`config.mk`:
```
export PLATFORM = sky130hd
export DESIGN_NAME = tdr_router_end_flat
export DESIGN_NICKNAME = d
export VERILOG_FILES = /design/src/core/tdr_pkg.sv /design/src/core/tdr_link_if.sv /design/src/core/tdr_router_end.sv /design/src/core/tdr_peer_end.sv /design/src/flat_wrapper.sv
export SDC_FILE = /design/constraint.sdc
export NUM_CORES = 1
export LEC_CHECK = 0
export ABC_AREA = 0
export BUFFER_PORTS_ARGS = -buffer_cell sky130_fd_sc_hd__buf_2
export CAP_MARGIN = 20
export CELL_PAD_IN_SITES_DETAIL_PLACEMENT = 0
export CELL_PAD_IN_SITES_GLOBAL_PLACEMENT = 2
export CORE_ASPECT_RATIO = 0.7
export CORE_MARGIN = 2
export CORE_UTILIZATION = 43
export CTS_BUF_LIST = sky130_fd_sc_hd__clkbuf_16
export DETAILED_ROUTE_END_ITERATION = 16
export GPL_TIMING_DRIVEN = 0
export MAX_ROUTING_LAYER = met4
export PLACE_DENSITY = 0.74
export SETUP_SLACK_MARGIN = 0.5
export SLEW_MARGIN = 20
export SYNTH_ARGS = -nofsm -noshare
export SYNTH_HDL_FRONTEND = slang
export SYNTH_HIERARCHICAL = 1
export SYNTH_SLANG_ARGS = --single-unit
```
`constraint.sdc`:
```
create_clock -name core_clk -period 4.2 [get_ports core_clk]
set_clock_uncertainty 0.15 [all_clocks]
set_input_delay 0 -clock core_clk [delete_from_list [all_inputs] [get_ports core_clk]]
set_output_delay 0 -clock core_clk [all_outputs]
set_load 0.02 [all_outputs]
```
`src/core/tdr_pkg.sv`:
```
// Shared constants and types for the torus router link ends
package tdr_pkg;
  // ==========================================================
  // Channel geometry
  localparam int DATA_W = 16;
  localparam int NUM_VC = 4;
  localparam int VC_W = 2;
  localparam int VC_DEPTH = 8;
  localparam int CNT_W = 4;
  localparam logic [CNT_W-1:0] CNT_RESET = 4'h0;
  // ==========================================================
  // Virtual channel numbers
  localparam logic [VC_W-1:0] VC_REQ0 = 2'h0;
  localparam logic [VC_W-1:0] VC_REQ1 = 2'h1;
  localparam logic [VC_W-1:0] VC_RSP0 = 2'h2;
  localparam logic [VC_W-1:0] VC_RSP1 = 2'h3;
  localparam int VC_CLASS_BIT = 1;
  // ==========================================================
  // Header routing fields, one per dimension
  localparam int NUM_DIM = 3;
  localparam int FIELD_W = 5;
  localparam int HOP_W = 3;
  localparam int HOP_LSB = 0;
  localparam int NEG_BIT = 3;
  localparam int DL_BIT = 4;
  localparam int X_LSB = 0;
  localparam int Y_LSB = 5;
  localparam int Z_LSB = 10;
  // ==========================================================
  // Output ports: {dimension, negative}
  typedef enum logic [2:0] {
    PORT_XP = 3'h0,
    PORT_XN = 3'h1,
    PORT_YP = 3'h2,
    PORT_YN = 3'h3,
    PORT_ZP = 3'h4,
    PORT_ZN = 3'h5,
    PORT_LOCAL = 3'h6
  } tdr_port_t;
  // ==========================================================
  // Packet position
  typedef enum logic {
    ST_HEAD = 1'b0,
    ST_BODY = 1'b1
  } tdr_pkt_st_t;
endpackage

```
`src/core/tdr_link_if.sv`:
```
// One torus link: two one-way channels with control and acknowledge
`timescale 1ns/1ns
interface tdr_link_if;
  import tdr_pkg::*;
  // Channel A: peer to router
  logic a_valid;
  logic [VC_W-1:0] a_vc;
  logic a_last;
  logic [DATA_W-1:0] a_data;
  logic [NUM_VC-1:0] a_ack;
  // Channel B: router to peer
  logic b_valid;
  logic [VC_W-1:0] b_vc;
  logic b_last;
  logic [DATA_W-1:0] b_data;
  logic [NUM_VC-1:0] b_ack;

  modport router (
    input a_valid,
    input a_vc,
    input a_last,
    input a_data,
    output a_ack,
    output b_valid,
    output b_vc,
    output b_last,
    output b_data,
    input b_ack
  );
  modport peer (
    output a_valid,
    output a_vc,
    output a_last,
    output a_data,
    input a_ack,
    input b_valid,
    input b_vc,
    input b_last,
    input b_data,
    output b_ack
  );
endinterface

```
`src/core/tdr_router_end.sv`:
```
// Router end of a torus link: VC buffers, credit sender, dimension routing
`timescale 1ns/1ns

// ==========================================================
// Channel receiver: four VC buffers, packet-locked drain
module tdr_chan_rx (
  // Clock and reset
  input wire logic core_clk,
  input wire logic rst_n,
  // Channel
  input wire logic ch_valid,
  input wire logic [tdr_pkg::VC_W-1:0] ch_vc,
  input wire logic ch_last,
  input wire logic [tdr_pkg::DATA_W-1:0] ch_data,
  output logic [tdr_pkg::NUM_VC-1:0] ch_ack,
  // User stream
  output logic o_valid,
  input wire logic o_ready,
  output logic [tdr_pkg::VC_W-1:0] o_vc,
  output logic o_last,
  output logic [tdr_pkg::DATA_W-1:0] o_data,
  output logic o_err
);
  import tdr_pkg::*;
  localparam int FW = DATA_W + 1;
  logic [NUM_VC-1:0] f_in_valid, f_in_ready, f_out_valid, f_out_ready;
  logic [FW-1:0] f_out_data [NUM_VC];
  logic [VC_W-1:0] sel, sel_r, sel_nxt;
  logic lock_r, lock_nxt, pop, found;
  logic [NUM_VC-1:0] ack_r, ack_nxt;
  logic err_r, err_nxt;

  for (genvar v = 0; v < NUM_VC; v++) begin : g_vc
    assign f_in_valid[v] = ch_valid && ch_vc == VC_W'(v);
    assign f_out_ready[v] = pop && sel == VC_W'(v);
    tdr_fifo #(.W(FW), .D(VC_DEPTH)) u_buf (
      .core_clk(core_clk),
      .rst_n(rst_n),
      .in_valid(f_in_valid[v]),
      .in_ready(f_in_ready[v]),
      .in_data({ch_last, ch_data}),
      .out_valid(f_out_valid[v]),
      .out_ready(f_out_ready[v]),
      .out_data(f_out_data[v])
    );
  end

  assign o_valid = f_out_valid[sel];
  assign o_vc = sel;
  assign o_last = f_out_data[sel][DATA_W];
  assign o_data = f_out_data[sel][DATA_W-1:0];
  assign ch_ack = ack_r;
  assign o_err = err_r;

  always_comb begin
    sel = sel_r;
    found = lock_r;
    for (int v = 0; v < NUM_VC; v++) begin
      if (!found && f_out_valid[v]) begin
        found = 1'b1;
        sel = VC_W'(v);
      end
    end
    pop = o_valid && o_ready;
    sel_nxt = sel;
    lock_nxt = lock_r;
    if (pop) begin
      lock_nxt = !o_last;
    end
    ack_nxt = f_out_ready;
    err_nxt = ch_valid && !f_in_ready[ch_vc];
  end

  always_ff @(posedge core_clk) begin
    if (!rst_n) begin
      sel_r <= '0;
      lock_r <= 1'b0;
      ack_r <= '0;
      err_r <= 1'b0;
    end else begin
      sel_r <= sel_nxt;
      lock_r <= lock_nxt;
      ack_r <= ack_nxt;
      err_r <= err_nxt;
    end
  end
endmodule

// ==========================================================
// Router end of one link
module tdr_router_end (
  // Clock and reset
  input wire logic core_clk,
  input wire logic rst_n,
  // Link
  tdr_link_if.router lnk,
  // Forwarded traffic toward a switch port
  output logic fwd_valid,
  input wire logic fwd_ready,
  output tdr_pkg::tdr_port_t fwd_port,
  output logic [tdr_pkg::VC_W-1:0] fwd_vc,
  output logic fwd_last,
  output logic [tdr_pkg::DATA_W-1:0] fwd_data,
  // Traffic sent back over the return channel
  input wire logic rsp_valid,
  output logic rsp_ready,
  input wire logic [tdr_pkg::VC_W-1:0] rsp_vc,
  input wire logic rsp_last,
  input wire logic [tdr_pkg::DATA_W-1:0] rsp_data,
  // Status
  output logic rx_err
);
  import tdr_pkg::*;
  logic r_valid, r_ready, r_last, take, hit;
  logic [VC_W-1:0] r_vc;
  logic [DATA_W-1:0] r_data, hdr;
  logic [1:0] dim;
  tdr_pkt_st_t st_r, st_nxt;
  tdr_port_t port_r, port_nxt;
  logic [VC_W-1:0] vc_r, vc_nxt;
  logic vld_r, vld_nxt, last_r, last_nxt;
  logic [DATA_W-1:0] dat_r, dat_nxt;

  // ==========================================================
  // Channel ends
  tdr_chan_rx u_rx (
    .core_clk(core_clk),
    .rst_n(rst_n),
    .ch_valid(lnk.a_valid),
    .ch_vc(lnk.a_vc),
    .ch_last(lnk.a_last),
    .ch_data(lnk.a_data),
    .ch_ack(lnk.a_ack),
    .o_valid(r_valid),
    .o_ready(r_ready),
    .o_vc(r_vc),
    .o_last(r_last),
    .o_data(r_data),
    .o_err(rx_err)
  );

  tdr_chan_tx u_tx (
    .core_clk(core_clk),
    .rst_n(rst_n),
    .s_valid(rsp_valid),
    .s_ready(rsp_ready),
    .s_vc(rsp_vc),
    .s_last(rsp_last),
    .s_data(rsp_data),
    .ch_valid(lnk.b_valid),
    .ch_vc(lnk.b_vc),
    .ch_last(lnk.b_last),
    .ch_data(lnk.b_data),
    .ch_ack(lnk.b_ack)
  );

  // ==========================================================
  // Dimension order routing
  assign r_ready = !vld_r || fwd_ready;
  assign fwd_valid = vld_r;
  assign fwd_port = port_r;
  assign fwd_vc = vc_r;
  assign fwd_last = last_r;
  assign fwd_data = dat_r;

  always_comb begin
    take = r_valid && r_ready;
    hit = 1'b0;
    dim = 2'h0;
    for (int d = 0; d < NUM_DIM; d++) begin
      if (!hit && r_data[d*FIELD_W+HOP_LSB +: HOP_W] != '0) begin
        hit = 1'b1;
        dim = 2'(d);
      end
    end
    hdr = r_data;
    hdr[dim*FIELD_W+HOP_LSB +: HOP_W] = r_data[dim*FIELD_W+HOP_LSB +: HOP_W] - 1'b1;
    st_nxt = st_r;
    port_nxt = port_r;
    vc_nxt = vc_r;
    vld_nxt = vld_r && !fwd_ready;
    last_nxt = last_r;
    dat_nxt = dat_r;
    if (take) begin
      vld_nxt = 1'b1;
      last_nxt = r_last;
      dat_nxt = r_data;
      st_nxt = r_last ? ST_HEAD : ST_BODY;
      if (st_r == ST_HEAD) begin
        if (hit) begin
          // Ring wrap needs no special case: hop count picks the dimension, NEG_BIT the direction, DL_BIT the low VC bit
          port_nxt = tdr_port_t'({dim, r_data[dim*FIELD_W+NEG_BIT]});
          vc_nxt = {r_vc[VC_CLASS_BIT], r_data[dim*FIELD_W+DL_BIT]};
          dat_nxt = hdr;
        end else begin
          port_nxt = PORT_LOCAL;
          vc_nxt = r_vc;
        end
      end
    end
  end

  always_ff @(posedge core_clk) begin
    if (!rst_n) begin
      st_r <= ST_HEAD;
      port_r <= PORT_LOCAL;
      vc_r <= VC_REQ0;
      vld_r <= 1'b0;
      last_r <= 1'b0;
      dat_r <= '0;
    end else begin
      st_r <= st_nxt;
      port_r <= port_nxt;
      vc_r <= vc_nxt;
      vld_r <= vld_nxt;
      last_r <= last_nxt;
      dat_r <= dat_nxt;
    end
  end
endmodule

```
`src/core/tdr_peer_end.sv`:
```
// Neighbour end of a torus link, with the shared FIFO and channel sender
`timescale 1ns/1ns

// ==========================================================
// Parameterised FIFO
module tdr_fifo #(
  parameter int W = 17,
  parameter int D = 8
) (
  // Clock and reset
  input wire logic core_clk,
  input wire logic rst_n,
  // Fill side
  input wire logic in_valid,
  output logic in_ready,
  input wire logic [W-1:0] in_data,
  // Drain side
  output logic out_valid,
  input wire logic out_ready,
  output logic [W-1:0] out_data
);
  localparam int AW = (D > 1) ? $clog2(D) : 1;
  localparam int CW = $clog2(D + 1);
  logic [W-1:0] mem_r [D];
  logic [AW-1:0] wr_r, wr_nxt, rd_r, rd_nxt;
  logic [CW-1:0] cnt_r, cnt_nxt;
  logic push, pop;

  assign in_ready = cnt_r != CW'(D);
  assign out_valid = cnt_r != '0;
  assign out_data = mem_r[rd_r];

  always_comb begin
    push = in_valid && in_ready;
    pop = out_valid && out_ready;
    wr_nxt = wr_r;
    rd_nxt = rd_r;
    if (push) begin
      wr_nxt = (wr_r == AW'(D - 1)) ? '0 : wr_r + 1'b1;
    end
    if (pop) begin
      rd_nxt = (rd_r == AW'(D - 1)) ? '0 : rd_r + 1'b1;
    end
    cnt_nxt = cnt_r + CW'(push) - CW'(pop);
  end

  always_ff @(posedge core_clk) begin
    if (!rst_n) begin
      wr_r <= '0;
      rd_r <= '0;
      cnt_r <= '0;
    end else begin
      wr_r <= wr_nxt;
      rd_r <= rd_nxt;
      cnt_r <= cnt_nxt;
    end
  end

  always_ff @(posedge core_clk) begin
    if (push) begin
      mem_r[wr_r] <= in_data;
    end
  end
endmodule

// ==========================================================
// Channel sender with per-VC occupancy counts
module tdr_chan_tx (
  // Clock and reset
  input wire logic core_clk,
  input wire logic rst_n,
  // User stream
  input wire logic s_valid,
  output logic s_ready,
  input wire logic [tdr_pkg::VC_W-1:0] s_vc,
  input wire logic s_last,
  input wire logic [tdr_pkg::DATA_W-1:0] s_data,
  // Channel
  output logic ch_valid,
  output logic [tdr_pkg::VC_W-1:0] ch_vc,
  output logic ch_last,
  output logic [tdr_pkg::DATA_W-1:0] ch_data,
  input wire logic [tdr_pkg::NUM_VC-1:0] ch_ack
);
  import tdr_pkg::*;
  logic [CNT_W-1:0] cnt_r [NUM_VC];
  logic [CNT_W-1:0] cnt_nxt [NUM_VC];
  logic send;
  logic vld_r, vld_nxt, last_r, last_nxt;
  logic [VC_W-1:0] vc_r, vc_nxt;
  logic [DATA_W-1:0] dat_r, dat_nxt;

  assign s_ready = cnt_r[s_vc] < CNT_W'(VC_DEPTH);
  assign ch_valid = vld_r;
  assign ch_vc = vc_r;
  assign ch_last = last_r;
  assign ch_data = dat_r;

  always_comb begin
    send = s_valid && s_ready;
    for (int v = 0; v < NUM_VC; v++) begin
      cnt_nxt[v] = cnt_r[v] + CNT_W'(send && s_vc == VC_W'(v)) - CNT_W'(ch_ack[v]);
    end
    vld_nxt = send;
    vc_nxt = send ? s_vc : vc_r;
    last_nxt = send ? s_last : last_r;
    dat_nxt = send ? s_data : dat_r;
  end

  always_ff @(posedge core_clk) begin
    if (!rst_n) begin
      for (int v = 0; v < NUM_VC; v++) begin
        cnt_r[v] <= CNT_RESET;
      end
      vld_r <= 1'b0;
      vc_r <= '0;
      last_r <= 1'b0;
      dat_r <= '0;
    end else begin
      cnt_r <= cnt_nxt;
      vld_r <= vld_nxt;
      vc_r <= vc_nxt;
      last_r <= last_nxt;
      dat_r <= dat_nxt;
    end
  end
endmodule


```
`src/flat_wrapper.sv`:
```
// flat-port wrapper written by rule: the top's interface ports become plain ports
module tdr_router_end_flat import tdr_pkg::*;
  (core_clk, rst_n, fwd_valid, fwd_ready, fwd_port, fwd_vc, fwd_last, fwd_data, rsp_valid, rsp_ready, rsp_vc, rsp_last, rsp_data, rx_err, lnk_a_valid, lnk_a_vc, lnk_a_last, lnk_a_data, lnk_a_ack, lnk_b_valid, lnk_b_vc, lnk_b_last, lnk_b_data, lnk_b_ack);
  tdr_link_if lnk_i ();
  input wire logic core_clk;
  input wire logic rst_n;
  output logic fwd_valid;
  input wire logic fwd_ready;
  output tdr_pkg::tdr_port_t fwd_port;
  output logic [tdr_pkg::VC_W-1:0] fwd_vc;
  output logic fwd_last;
  output logic [tdr_pkg::DATA_W-1:0] fwd_data;
  input wire logic rsp_valid;
  output logic rsp_ready;
  input wire logic [tdr_pkg::VC_W-1:0] rsp_vc;
  input wire logic rsp_last;
  input wire logic [tdr_pkg::DATA_W-1:0] rsp_data;
  output logic rx_err;
  input wire logic [$bits(lnk_i.a_valid)-1:0] lnk_a_valid;
  input wire logic [$bits(lnk_i.a_vc)-1:0] lnk_a_vc;
  input wire logic [$bits(lnk_i.a_last)-1:0] lnk_a_last;
  input wire logic [$bits(lnk_i.a_data)-1:0] lnk_a_data;
  output wire logic [$bits(lnk_i.a_ack)-1:0] lnk_a_ack;
  output wire logic [$bits(lnk_i.b_valid)-1:0] lnk_b_valid;
  output wire logic [$bits(lnk_i.b_vc)-1:0] lnk_b_vc;
  output wire logic [$bits(lnk_i.b_last)-1:0] lnk_b_last;
  output wire logic [$bits(lnk_i.b_data)-1:0] lnk_b_data;
  input wire logic [$bits(lnk_i.b_ack)-1:0] lnk_b_ack;
  assign lnk_i.a_valid = lnk_a_valid;
  assign lnk_i.a_vc = lnk_a_vc;
  assign lnk_i.a_last = lnk_a_last;
  assign lnk_i.a_data = lnk_a_data;
  assign lnk_a_ack = lnk_i.a_ack;
  assign lnk_b_valid = lnk_i.b_valid;
  assign lnk_b_vc = lnk_i.b_vc;
  assign lnk_b_last = lnk_i.b_last;
  assign lnk_b_data = lnk_i.b_data;
  assign lnk_i.b_ack = lnk_b_ack;
  tdr_router_end u_core (.core_clk(core_clk), .rst_n(rst_n), .lnk(lnk_i), .fwd_valid(fwd_valid), .fwd_ready(fwd_ready), .fwd_port(fwd_port), .fwd_vc(fwd_vc), .fwd_last(fwd_last), .fwd_data(fwd_data), .rsp_valid(rsp_valid), .rsp_ready(rsp_ready), .rsp_vc(rsp_vc), .rsp_last(rsp_last), .rsp_data(rsp_data), .rx_err(rx_err));
endmodule
```
## Word-level counts from Yosys, hierarchy flattened

Memories as Yosys holds them, arrays and structs flattened. A register that Yosys moved wholly into a read port is not among the register bits.
Index checks and enable logic that the tools add are counted.

| storage, ports and cells | value |
|---|---|
| register bits after elaboration | 108 |
| memory bits (writable) | 544 |
| input bits | 47 |
| word-level logic and storage cells | 206 |
| memories kept | 4 |

| cells by class | value |
|---|---|
| add/subtract/negate cells | 28 |
| $mul | 1 |
| magnitude comparators | 7 |
| eq/ne operators | 21 |
| shift operators | 3 |
| mux-type cells | 57 |
| bitwise operators | 3 |
| reduce and logical (&&, ||, !) cells | 52 |

Memories:

| name | depth | width | read ports | clocked after Yosys merged registers in | write ports | RTL line | source |
|---|---|---|---|---|---|---|---|
| u_core.u_rx.g_vc[0].u_buf.mem_r | 8 | 17 | 1 | 1 | 1 | tdr_peer_end.sv:24 | `logic [W-1:0] mem_r [D];` |
| u_core.u_rx.g_vc[1].u_buf.mem_r | 8 | 17 | 1 | 1 | 1 | tdr_peer_end.sv:24 |  |
| u_core.u_rx.g_vc[2].u_buf.mem_r | 8 | 17 | 1 | 1 | 1 | tdr_peer_end.sv:24 |  |
| u_core.u_rx.g_vc[3].u_buf.mem_r | 8 | 17 | 1 | 1 | 1 | tdr_peer_end.sv:24 |  |

Operators with widths:

| operator | count |
|---|---|
| $lt 32x5->1 const B | 2 |
| $mux 3 | 17 |
| $bmux 17 s2 | 1 |
| $mux 17 | 2 |
| $neg 5->34 | 1 |
| $shift 3x34->16 const A | 1 |
| $shiftx 3x34->16 | 1 |
| $add 4x1->4 | 8 |
| $mux 16 | 2 |
| $sub 4x1->4 | 8 |
| $logic_and 1x1->1 | 30 |
| $add 3x1->3 const B | 8 |
| $eq 3x3->1 const B | 8 |
| $mux 1 | 22 |
| $bwmux 16 | 1 |
| $ne 4x4->1 const B | 4 |
| $reduce_bool 4->1 | 4 |
| $shiftx 16x6->3 | 1 |
| $eq 2x2->1 const B | 6 |
| $logic_not 1->1 | 10 |
| $mux 2 | 5 |
| $reduce_bool 3->1 | 3 |
| $bmux 1 s4 | 2 |
| $bmux 4 s2 | 1 |
| 15 further kinds | 24 |

## Depth between registers and ports, before layout

| depth | value |
|---|---|
| depth after elaboration | 31 |
| gate-level depth with buffers | 20 |
| depth with buffers taken out | 17 |

## By module

Netlist, hierarchy kept.

By module, submodules not included:

| module | times used | cells an instance | area an instance (sq um) |
|---|---|---|---|
| tdr_fifo at u_core.u_rx.g_vc[1].u_buf ... | 3 | 274 | 5,895.7 |
| tdr_fifo at u_core.u_rx.g_vc[0].u_buf | 1 | 274 | 5,896.9 |
| tdr_chan_tx | 1 | 198 | 1,830.5 |
| tdr_router_end | 1 | 179 | 1,427.6 |
| tdr_chan_rx | 1 | 114 | 997.2 |

## Least setup slack after synthesis

OpenSTA, ideal clock, no wires.

| timing | value |
|---|---|
| path kind | reg-to-reg |
| start point | register u_core.u_rx.g_vc[1].u_buf.cnt_r[2] |
| end point | register u_core.dat_r[11] (netlist: u_core/fwd_data[11]) |
| setup time | 0.101 ns |
| data arrival time | 3.718 ns |
| path slack | 0.231 ns |
| cell stages (with the launch flop) | 21 |
| path buffers | 4 |
| period minus slack after synthesis | 3.969 ns |
| cell sequence | dfxtp_1 inv_1 ha_1 or3b_2 nor2_1 nor2_1 o21ai_2 buf_6 buf_4 mux2i_1 mux2i_1 buf_6 nor3_2 nand2_1 nor2_1 ha_1 clkbuf_1 nor3_1 nor2b_1 a22oi_1 o41ai_1 |

RTL lines:

| what | RTL line | source |
|---|---|---|
| from (decl) | tdr_peer_end.sv:26 | `logic [CW-1:0] cnt_r, cnt_nxt;` |
| from (signal assigned) | tdr_peer_end.sv:55 | `cnt_r <= cnt_nxt;` |
| $reduce_bool 4->1 * | tdr_peer_end.sv:30 | `assign out_valid = cnt_r != '0;` |
| via u_core.u_rx.f_out_valid[1] | tdr_router_end.sv:26 | `logic [NUM_VC-1:0] f_in_valid, f_in_ready, f_out_valid, f_out_ready;` |
| $logic_and 1x1->1 * | tdr_router_end.sv:59 | `if (!found && f_out_valid[v]) begin` |
| $mux 1 | tdr_router_end.sv:59 |  |
| $logic_not 1->1 | tdr_router_end.sv:59 |  |
| $logic_and 1x1->1 | tdr_router_end.sv:59 |  |
| $mux 1 | tdr_router_end.sv:59 |  |
| $logic_not 1->1 | tdr_router_end.sv:59 |  |
| (+6 left out) | -- |  |
| via u_core.r_data[6] | tdr_router_end.sv:116 | `logic [DATA_W-1:0] r_data, hdr;` |
| (+5 left out) | -- |  |
| $mux 2 | tdr_router_end.sv:171 | `if (!hit && r_data[d*FIELD_W+HOP_LSB +: HOP_W] != '0) begin` |
| $mul 2x3->5 | tdr_router_end.sv:177 | `hdr[dim*FIELD_W+HOP_LSB +: HOP_W] = r_data[dim*FIELD_W+HOP_LSB +: HOP_W] - 1'b1;` |
| $shiftx 16x6->3 | tdr_router_end.sv:177 |  |
| $sub 3x1->3 | tdr_router_end.sv:177 |  |
| $shiftx 3x34->16 | tdr_router_end.sv:177 |  |
| $bwmux 16 | tdr_router_end.sv:177 |  |
| $mux 16 * | tdr_router_end.sv:190 | `if (hit) begin` |
| $mux 16 * | tdr_router_end.sv:189 | `if (st_r == ST_HEAD) begin` |
| to (signal assigned) | tdr_router_end.sv:217 | `dat_r <= dat_nxt;` |
| to (decl) | tdr_router_end.sv:122 | `logic [DATA_W-1:0] dat_r, dat_nxt;` |

Mark *: on every way through the listed nets, which the timed path passes. The rest lies on a longest branch. The select of a mux whose other input is x is not followed.
A chain may end at the register's enable or synchronous reset.

## Worst setup path after layout

| timing | value |
|---|---|
| start point | register u_core.u_rx.g_vc[3].u_buf.cnt_r[2] |
| end point | register u_core.dat_r[12] (netlist: u_core/fwd_data[12]) |

| between the ends | value |
|---|---|
| word-level cells in the longest chain between the ends | 22 |

RTL lines:

| what | RTL line | source |
|---|---|---|
| from (decl) | tdr_peer_end.sv:26 |  |
| from (signal assigned) | tdr_peer_end.sv:55 |  |
| $reduce_bool 4->1 * | tdr_peer_end.sv:30 |  |
| via u_core.u_rx.f_out_valid[3] | tdr_router_end.sv:26 |  |
| $logic_and 1x1->1 * | tdr_router_end.sv:59 |  |
| $mux 2 * | tdr_router_end.sv:59 |  |
| $not 2->3 (implied by the code) * | tdr_router_end.sv:51 | `assign o_data = f_out_data[sel][DATA_W-1:0];` |
| $bmux 17 s2 * | tdr_router_end.sv:51 |  |
| $mux 17 (implied by the code) * (2 in a row) | tdr_router_end.sv:51 |  |
| via u_core.r_data[1] | tdr_router_end.sv:116 |  |
| (+7 left out) | -- |  |
| $mux 2 | tdr_router_end.sv:171 |  |
| $mul 2x3->5 | tdr_router_end.sv:177 |  |
| $shiftx 16x6->3 | tdr_router_end.sv:177 |  |
| $sub 3x1->3 | tdr_router_end.sv:177 |  |
| $shiftx 3x34->16 | tdr_router_end.sv:177 |  |
| $bwmux 16 | tdr_router_end.sv:177 |  |
| $mux 16 * | tdr_router_end.sv:190 |  |
| $mux 16 * | tdr_router_end.sv:189 |  |

Marked as above.

==> metrics.cfg <==
[flow_run]
maxCapViolCount=0

[power_and_ir_drop]
switching_share_pct=31.5
powerDensity_nw_per_um2=625
power_leakage_nw=12.2
comb_power_share_pct=37.1
seqPwrFrac_pct=35.7
peakVddDrop_v=0.000474
internal_power_mw=14.6
power_switching_mw=6.74
clkPwrFrac_pct=27.2

[worst_setup_path]
cp.required_ns=4.53
rrSetupSlack_ns=0.12
critPathKind=flip-flop to flip-flop
cp.arrival_ns=4.41
worstSetupStartpointType=flip-flop
cp-end-kind=flip-flop
cp_max_fo=6

[detailed_routing]
wirelength_um=67200
drc_errors=0
vias=15700
post_drt_wl_per_cell_um=23.6
via_per_inst=5.52
ant_nets=0
firstDrtPassIters=7
drtIter0Drc=1602

[sta]
drv_slew=0
setup_violations=0
period_minus_slack_ns=4.08
max_freq_mhz=245
tightest_slew_ns=0.904
period_share_pct=97.1
relSlewSlack_pct=39.0
hold_viol_final=0
rsz0062_at_grt=yes

[final_layout]
final_nets=2071
mostFrequentLayoutCells=edfxtp_1, nand2_1, dfxtp_1
utilization_pct=53.1
layout_commonest_cell=edfxtp_1
fin_area_sq_um=34200
drive_gt1_share_pct=31.6
syn2layout_area_growth_pct=22.9

[logic_synthesis]
ys_warn_count=6
synth-seq-area-share_pct=67.3
synth_edf_count=544
yosysUniqueCellTypes=69
async_reset_ff_share_pct=0
synth_ff_type=edfxtp_1
synth.avg_cell_area_sq_um=17.5
synthCells=1587
syn_area_sq_um=27800
syn_nets=1703
synth-seq-cells=664

[clock_network]
clk_latency_ns=0.61
clockBufferDepth=3
clock_sinks=664
numCtsBuffers=67
cts_tree=built
htree_levels=3
cts_root_buf=clkbuf_16
cts.clk_slew.worst_paths_ns=0.06

[global_routing]
grt_max_degree=33
grt_overflow=0
grt_pass1_vias=15100
antenna_found_initial=1
grt_pass1_wl_um=97600
grt_use_total_pct=20.6

[placed_design]
gp_congestion=0.830
post_dp_cell_area_sq_um=30000
dp.final_hpwl_um=43800
io_buffers=94

[die]
coreArea_sq_um=64400
dieArea_sq_um=66800
fp.dieW_um=308
pin_count=96
rows=78
die_h_um=217
start_util_pct=43.2

[worst_hold_path]
worst_hold_path_type=input pin to flip-flop

[status]
outcome=complete, no violations

-- layout make-up --
type	count	area [sq um]
multi-input combinational	787	9100
buffer	78	603
clock inverter	50	423
sequential	664	18700
fill	5172	30200
timing repair buffer	299	2370
clock buffer	68	1700
tap	840	1050
antenna	2	5.00
inverter	58	229
-- final timing paths --
kind                                                 start                             endpoint  cells after the start
max reg2reg  u_core/u_rx/g_vc[3].u_buf/cnt_r[2]$_SDFF_PN0_     u_core/fwd_data[12]$_SDFFE_PN0P_                     19
max          u_core/u_rx/g_vc[3].u_buf/cnt_r[2]$_SDFF_PN0_     u_core/fwd_data[12]$_SDFFE_PN0P_                     19
min                                            rsp_data[7]  u_core/u_tx/ch_data[7]$_SDFFE_PN0P_                      4
min reg2reg                   u_core/fwd_last$_SDFFE_PN0P_         u_core/fwd_last$_SDFFE_PN0P_                      2
-- power by group through the flow --
stage	clock network (mW)	logic (mW)	registers, mW
3_3_place_gp	0	5.06	7.75
6_report	5.82	7.92	7.63
3_5_place_dp	0	5.12	7.76
4_1_cts	5.96	6.84	7.63
5_1_grt	6.21	8.44	7.67
2_1_floorplan	0	3.43	7.86
-- worst max-delay path, cell delays in order (launching register included) --
cell,delay [ns]
dfxtp_2,0.32
inv_2,0.07
ha_4,0.12
or3b_4,0.47
buf_6,0.17
o21ba_4,0.19
o22ai_4,0.22
clkinv_4,0.11
buf_12,0.15
buf_4,0.14
mux2i_4,0.21
buf_4,0.17
buf_4,0.13
nor4b_4,0.32
a311oi_4,0.10
ha_4,0.21
or3_1,0.30
o32a_1,0.21
nand4_1,0.11
a31oi_1,0.08
-- metal layers --
layer	wire (um)	up-vias	GRT usage, %
li1	-	7006	-
met1	32600	8151	31.4
met2	28900	464	28.6
met3	4460	91	3.83
met4	1220	0	4.83
met5	0	-	-
-- registers in the layout (all words and copies together) (netlist names), named ones only --
signal	flops
u_core/fwd_data	16
u_core/fwd_last	1
u_core/fwd_port	3
u_core/fwd_valid	1
u_core/fwd_vc	2
u_core/st_r	1
u_core/u_rx/ch_ack	4
u_core/u_rx/g_vc.u_buf/cnt_r	16
u_core/u_rx/g_vc.u_buf/mem_r	544
u_core/u_rx/g_vc.u_buf/rd_r	12
u_core/u_rx/g_vc.u_buf/wr_r	12
u_core/u_rx/lock_r	1
u_core/u_rx/o_err	1
u_core/u_rx/sel_r	2
u_core/u_tx/ch_data	16
u_core/u_tx/ch_last	1
u_core/u_tx/ch_valid	1
u_core/u_tx/ch_vc	2
u_core/u_tx/cnt_r	16
-- kinds of logic (layout without fill, tap and decap cells) --
| kind of cell | Yosys count | after routing | share of synthesized area (%) |
|---|---|---|---|
| AO/OA/AOI/OAI | 98 | 98 | 2.43 |
| XOR/XNOR | 12 | 12 | 0.378 |
| adder cells (fa/ha/maj) | 69 | 69 | 3.32 |
| buffers and inverters | 136 | 553 | 2.50 |
| flip-flops | 664 | 664 | 67.3 |
| multiplexers | 305 | 305 | 18.8 |
| other | 0 | 2 | 0 |
| AND/OR/NAND/NOR | 303 | 303 | 5.25 |
-- through the flow --
| step | setup WS, ns | total power [mW] | TNS (ns) | hold slack (ns) | cells |
|---|---|---|---|---|---|
| floorplan | 0.524 | 11.3 | 0 | -0.0586 | 1587 |
| global placement | -0.649 | 12.8 | -39.12 | 0.0997 | 2521 |
| detailed placement | -0.609 | 12.9 | -5.07 | 0.101 | 2571 |
| CTS | 0.183 | 20.4 | 0 | 0.00866 | 2811 |
| global route | -0.00109 | 22.3 | -0.00109 | 0.0469 | 2844 |
| finish | 0.121 | 21.4 | 0 | 0.0379 | 2846 |
-- cells in the mapped netlist, drive strengths merged, types with 3 or more instances --
cell type	count	share of area (%)
dfxtp	120	8.6
nor3	26	0.56
inv	58	0.78
buf	36	1.2
nand3b	4	0.11
edfxtp	544	59
mux2	71	2.9
a21oi	29	0.53
or3b	8	0.25
a21o	9	0.24
o21ai	19	0.38
o211ai	4	0.11
nand3	10	0.18
nand4	8	0.18
a2111oi	4	0.13
nand2	130	1.8
clkbuf	42	0.57
fa	8	0.58
nor3b	3	0.081
mux2i	96	3.5
a32oi	3	0.094
o21bai	4	0.11
xor2	11	0.35
nor4	4	0.090
nand2b	16	0.36
or3	5	0.13
nor2b	4	0.090
mux4	138	12
a31oi	5	0.11
ha	61	2.7
nor2	56	0.76
and2	22	0.49
-- what timing repair did --
action	CTS	global route
gates resized for setup	122	61
endpoints found under the hold margin	611	0
hold buffers	61	0
setup endpoints to repair	26	26
buffers inserted	61	33
pin swaps	34	29
(Power assumes the default switching activity.)
